==> src/rtl/pefi_pkg.sv <==
package pefi_pkg;

	// ----------------------------------------------------------------
	// Register map
	// ----------------------------------------------------------------
	localparam logic [7:0] ADDR_PART_IDENTITY = 8'h00;
	localparam logic [7:0] ADDR_EVENT_SYSTEM = 8'h01;
	localparam logic [7:0] ADDR_EVENT_SWITCHES = 8'h02;
	localparam logic [7:0] ADDR_MASK_SYSTEM = 8'h03;
	localparam logic [7:0] ADDR_MASK_SWITCHES = 8'h04;

	// ----------------------------------------------------------------
	// Identity fields, values arbitrary
	// ----------------------------------------------------------------
	localparam logic [4:0] PART_ID_VALUE = 5'h0A; // Arbitrary value.
	localparam logic [2:0] REVISION_FIELD_VALUE = 3'h1; // Arbitrary value.

	// ----------------------------------------------------------------
	// Field positions and reset values
	// ----------------------------------------------------------------
	localparam int FLAG_WIDTH = 6;
	localparam int BIT_PROG_LOW = 5;
	localparam int BIT_SUPPLY_CHG = 4;
	localparam int BIT_BUTTON_CHG = 3;
	localparam int BIT_THERMAL = 2;
	localparam int BIT_MEAS_DONE = 1;
	localparam int BIT_NVM_DONE = 0;
	localparam logic [5:0] EVENT_RESET = 6'h00;
	localparam logic [5:0] MASK_RESET = 6'h00;

	// Condition inputs from the analog side.
	typedef struct packed {
		logic prog_supply_low;
		logic supply_detect_input;
		logic button_input;
		logic thermal_warning;
		logic backup_measure_done;
		logic nvm_program_done;
		logic [2:0] switch_fault;   // Index 2..0 = switch 3..1.
		logic [2:0] switch_limit;   // Index 2..0 = switch 3..1.
	} pefi_cond_type;

	// Register access request.
	typedef struct packed {
		logic       rd;
		logic       wr;
		logic [7:0] addr;
		logic [7:0] wdata;
	} pefi_req_type;

	// All state of the block.
	typedef struct packed {
		logic [5:0] ev_sys;
		logic [5:0] ev_sw;
		logic [5:0] mask_sys;
		logic [5:0] mask_sw;
		logic       sd_prev;
		logic       pb_prev;
		logic       edge_ok;
		logic [7:0] rdata;
		logic       irq_n;
	} pefi_state_type;

endpackage

==> src/rtl/pefi_flags.sv <==
`timescale 1ns/100ps
`default_nettype none

module pefi_flags (
	input  wire logic                   mclk_in,   // Clock, 250 MHz.
	input  wire logic                   rst_n_in,  // Sync reset, low.
	input  wire pefi_pkg::pefi_cond_type cond_in,  // Monitored conditions.
	input  wire pefi_pkg::pefi_req_type  req_in,   // Register access.
	output logic [7:0]                  rdata_out, // Read data, registered.
	output logic                        irq_n_out  // Interrupt, low.
);

	pefi_pkg::pefi_state_type s_q;
	pefi_pkg::pefi_state_type s_d;
	logic [5:0]               hit_sys;
	logic [5:0]               hit_sw;

	// ----------------------------------------------------------------
	// Event detection
	// ----------------------------------------------------------------
	// Conditions are watched regardless of mask state.
	always_comb begin
		hit_sys = '0;
		hit_sw = '0;
		hit_sys[pefi_pkg::BIT_PROG_LOW] = cond_in.prog_supply_low;
		hit_sys[pefi_pkg::BIT_SUPPLY_CHG] = s_q.edge_ok &&
			(cond_in.supply_detect_input != s_q.sd_prev);
		hit_sys[pefi_pkg::BIT_BUTTON_CHG] = s_q.edge_ok &&
			(cond_in.button_input != s_q.pb_prev);
		hit_sys[pefi_pkg::BIT_THERMAL] = cond_in.thermal_warning;
		hit_sys[pefi_pkg::BIT_MEAS_DONE] = cond_in.backup_measure_done;
		hit_sys[pefi_pkg::BIT_NVM_DONE] = cond_in.nvm_program_done;
		hit_sw[5] = cond_in.switch_fault[2];
		hit_sw[4] = cond_in.switch_fault[1];
		hit_sw[3] = cond_in.switch_fault[0];
		hit_sw[2:0] = cond_in.switch_limit;
	end

	// ----------------------------------------------------------------
	// Next state
	// ----------------------------------------------------------------
	// A read clears an event register, but a same-cycle event still sets it.
	always_comb begin
		s_d = s_q;
		s_d.sd_prev = cond_in.supply_detect_input;
		s_d.pb_prev = cond_in.button_input;
		s_d.edge_ok = 1'b1;
		if (req_in.rd) begin
			unique case (req_in.addr)
				pefi_pkg::ADDR_PART_IDENTITY: begin
					s_d.rdata = {pefi_pkg::PART_ID_VALUE,
						pefi_pkg::REVISION_FIELD_VALUE};
				end
				pefi_pkg::ADDR_EVENT_SYSTEM: begin
					s_d.rdata = {2'h0, s_q.ev_sys};
					s_d.ev_sys = '0;
				end
				pefi_pkg::ADDR_EVENT_SWITCHES: begin
					s_d.rdata = {2'h0, s_q.ev_sw};
					s_d.ev_sw = '0;
				end
				pefi_pkg::ADDR_MASK_SYSTEM: s_d.rdata = {2'h0, s_q.mask_sys};
				pefi_pkg::ADDR_MASK_SWITCHES: s_d.rdata = {2'h0, s_q.mask_sw};
				default: s_d.rdata = 8'h00;
			endcase
		end
		if (req_in.wr) begin
			if (req_in.addr == pefi_pkg::ADDR_MASK_SYSTEM) begin
				s_d.mask_sys = req_in.wdata[5:0];
			end
			if (req_in.addr == pefi_pkg::ADDR_MASK_SWITCHES) begin
				s_d.mask_sw = req_in.wdata[5:0];
			end
		end
		s_d.ev_sys = s_d.ev_sys | hit_sys;
		s_d.ev_sw = s_d.ev_sw | hit_sw;
		s_d.irq_n = ~(|(s_d.ev_sys & ~s_d.mask_sys) |
			|(s_d.ev_sw & ~s_d.mask_sw));
	end

	// ----------------------------------------------------------------
	// State register
	// ----------------------------------------------------------------
	// Reset state: flags and masks cleared, interrupt released.
	always_ff @(posedge mclk_in) begin
		if (!rst_n_in) begin
			s_q.ev_sys <= pefi_pkg::EVENT_RESET;
			s_q.ev_sw <= pefi_pkg::EVENT_RESET;
			s_q.mask_sys <= pefi_pkg::MASK_RESET;
			s_q.mask_sw <= pefi_pkg::MASK_RESET;
			s_q.sd_prev <= 1'b0;
			s_q.pb_prev <= 1'b0;
			s_q.edge_ok <= 1'b0;
			s_q.rdata <= 8'h00;
			s_q.irq_n <= 1'b1;
		end else begin
			s_q <= s_d;
		end
	end

	// Outputs straight from flip-flops.
	assign rdata_out = s_q.rdata;
	assign irq_n_out = s_q.irq_n;
endmodule // pefi_flags

`default_nettype wire

==> config.mk <==
export PLATFORM = sky130hd
export DESIGN_NAME = pefi_flags
export DESIGN_NICKNAME = d
export VERILOG_FILES = /design/src/rtl/pefi_pkg.sv /design/src/rtl/pefi_flags.sv
export SDC_FILE = /design/constraint.sdc
export NUM_CORES = 1
export LEC_CHECK = 0
export BUFFER_PORTS_ARGS = -buffer_cell sky130_fd_sc_hd__buf_2
export CAP_MARGIN = 20
export CORE_UTILIZATION = 45
export DETAILED_ROUTE_END_ITERATION = 8
export PLACE_DENSITY = 0.71
export SLEW_MARGIN = 30
export SYNTH_ARGS = -nofsm -noshare
export SYNTH_HDL_FRONTEND = slang
export SYNTH_SLANG_ARGS = --single-unit
==> constraint.sdc <==
create_clock -name mclk_in -period 2.1 [get_ports mclk_in]
set_input_delay 0.42 -clock mclk_in [delete_from_list [all_inputs] [get_ports mclk_in]]
set_output_delay 0.42 -clock mclk_in [all_outputs]
set_load 0.05 [all_outputs]
==> results.cfg <==
[placed_design]
portBuffers = 37
placed_area_sq_mm = 0.00220
dp.final_hpwl_mm = 3.61
gp_congestion = 0.908

[sta]
worstMarginPinSlew_ns = 0.564
hold_viol = 0
slew-limit-headroom_pct = 62.4
period_minus_slack_ns = 1.85
fin_setup_tns_ns = 0
timing.fmax_mhz = 540
finClkSkew_ns = 0.00440
fin_crit_sh_pct = 88.2
drv_slew = 0
rsz0062_at_grt = false
final-setup-viol-count = 0

[power_and_ir_drop]
ir_drop_v = 0.000389
finalPower_uw = 1370
powerDensity_mw_per_mm2 = 601
leakage_uw = 0.000904

[clock_tree]
post_cts_resized = 0
cts_sinks = 35
clk_latency_ns = 0.29
cts_root_buf = clkbuf_8
cts-hold-fix-buffers = 0
max-clock-path-buffers = 2
cts_setup_buffers = 0
cts_tree = built
cts_max_level = 2
cts_made_buffers = 5
clk_pin_slew_ns = 0.07

[final_layout]
fillers = 377
area_growth_pct = 21.1
finalInstanceArea_sq_mm = 0.00229
nets = 294
regArea_sq_um = 701
final_layout_size_suffix_gt1_share_pct = 31.6
insertedDiodeCount = 0
multi_input_area_sq_um = 1000

[logic_synthesis]
syn_nets = 245
seq_area_frac_synth_pct = 37.1
synth-edff-count = 0
ys_ff_latch = 35
synth.distinct_cells = 45
yosys_warnings = 0
synth_area_per_cell_sq_um = 8.86
async_flop_share_pct = 0
synth_area_sq_mm = 0.00189
synth_cells = 213
synth-main-ff-cell = dfxtp_1

[grt]
grtUsageTotal_pct = 23.5
grt_overflow = 0
grt_max_degree = 36
antenna_found_initial = 0
grt_pass1_vias = 1610
grt_pass1_wl_mm = 7.52

[floorplan]
fp.dieW_um = 66.8
die_h_um = 66.8
num_rows = 23
core-area_sq_mm = 0.00400
initial_core_util_pct = 47.2
ios = 41
die-area_sq_mm = 0.00446

[drt]
drc = 0
routed_via_density = 5.58
num_vias = 1747
first_pass_iters = 4
drt_wl_total_mm = 4.73
wire_per_inst_um = 15.1
dr.first_iter.drc_count = 61
ant_nets = 0

[worst_setup_path]
crit_type = primary input to flip-flop
arrival_ns = 2.09
critPathCaptureType = flip-flop
cp_max_fo = 10
start_kind = primary input
crit_required_ns = 2.34

[hold_path]
hold_class = primary input to flip-flop

[outcome]
outcome = completed

[flow_run]
maxCapViolCount = 0
-- worst paths after layout --
path,start,end,slack [ns],cells after the start
hold / removal,cond_in[6],s_q[30]$_SDFF_PN0_,0.35,2
setup / recovery,req_in[15],rdata_out[2]$_SDFFE_PN0P_,0.25,7
setup reg to reg,s_q[11]$_SDFF_PN0_,irq_n_out$_SDFF_PN1_,0.86,4
hold reg to reg,rdata_out[6]$_SDFFE_PN0P_,rdata_out[6]$_SDFFE_PN0P_,0.48,2
-- stage by stage --
step / setup WS [ns] / hold slack (ns) / instances / util [%]
after CTS: 0.270 / 0.346 / 313 / 57.2
after detailed placement: -0.0169 / 0.475 / 305 / 55.1
after global placement: 0.000598 / 0.465 / 305 / 55.1
final: 0.248 / 0.348 / 313 / 57.2
after global routing: 0.159 / 0.349 / 313 / 57.2
after floorplan: 0.134 / 0.448 / 213 / -
-- where the power goes --
| group | total, uW | leakage, uW | internal (uW) | switching [uW] |
|---|---|---|---|---|
| Clock | 472 | 0.0000477 | 227 | 245 |
| Combinational | 205 | 0.000569 | 87.6 | 117 |
| Sequential | 697 | 0.000287 | 687 | 10.3 |
-- final cells by class --
class	count	share of cell area (%)
Clock buffer	5	3.01
Tap cell	50	2.74
Multi-Input combinational cell	140	43.7
Sequential cell	35	30.6
Inverter	18	2.95
Timing Repair Buffer	62	16.3
Clock inverter	3	0.656
-- per-layer routing --
layer / vias up / wire length (um) / track usage (%)
li1: 882 / - / -
met1: 801 / 2230 / 29.7
met2: 52 / 2200 / 38.1
met3: 12 / 193 / 4.45
met4: 0 / 107 / 10.9
met5: - / 0 / 0
-- logic make-up (layout without fill, tap and decap cells) --
family | after synthesis | in the layout | synth area share [%]
muxes | 4 | 4 | 2.45
DFF | 35 | 35 | 37.1
xor gates and xnor gates | 2 | 2 | 0.928
AOI/OAI and AO/OA | 73 | 73 | 28.2
buffers and inverters | 38 | 88 | 9.94
and+or+nand+nor | 60 | 60 | 21.1
other | 1 | 1 | 0.199
-- synthesized netlist by cell type (4+ instances only) --
master | number | share of area [%]
inv_1 | 18 | 3.6
a31oi_1 | 12 | 4.0
a22oi_1 | 4 | 1.6
a21oi_1 | 6 | 1.6
nand2_1 | 7 | 1.4
o21ai_0 | 5 | 1.3
and2_1 | 7 | 2.3
o211ai_1 | 5 | 2.0
a21boi_0 | 7 | 2.8
nor2b_1 | 9 | 3.0
buf_4 | 8 | 3.2
nor3_1 | 5 | 1.3
o41ai_1 | 5 | 2.3
dfxtp_1 | 35 | 37
o21a_1 | 15 | 6.0
nand4_1 | 11 | 3.6
clkbuf_1 | 10 | 2.0
o221ai_1 | 5 | 2.3
-- critical path, cell delays in order --
cell	delay, ns
buf_2	0.10
or3_1	0.54
buf_4	0.22
nor3_1	0.34
a222oi_1	0.19
o22ai_1	0.14
and2_1	0.13
-- sequential cells by signal, summed over array words and instances (netlist names) --
register	count
irq_n_out	1
s_q	27
rdata_out	7
-- layout by cell type, fill, tap and decap left out, types with 3 or more instances in the layout --
cell type  instances
a21boi_0           7
a21oi_1            6
a22oi_1            4
a31oi_1           12
and2_1             7
buf_2             37
buf_4             25
clkbuf_8           5
clkinv_2           3
dfxtp_1           35
inv_1             18
nand2_1            7
nand4_1           11
nor2b_1            9
nor3_1             5
o211ai_1           5
o21a_1            15
o21ai_0            5
o221ai_1           5
o41ai_1            5
No activity file was read; power rests on OpenSTA's default activity.
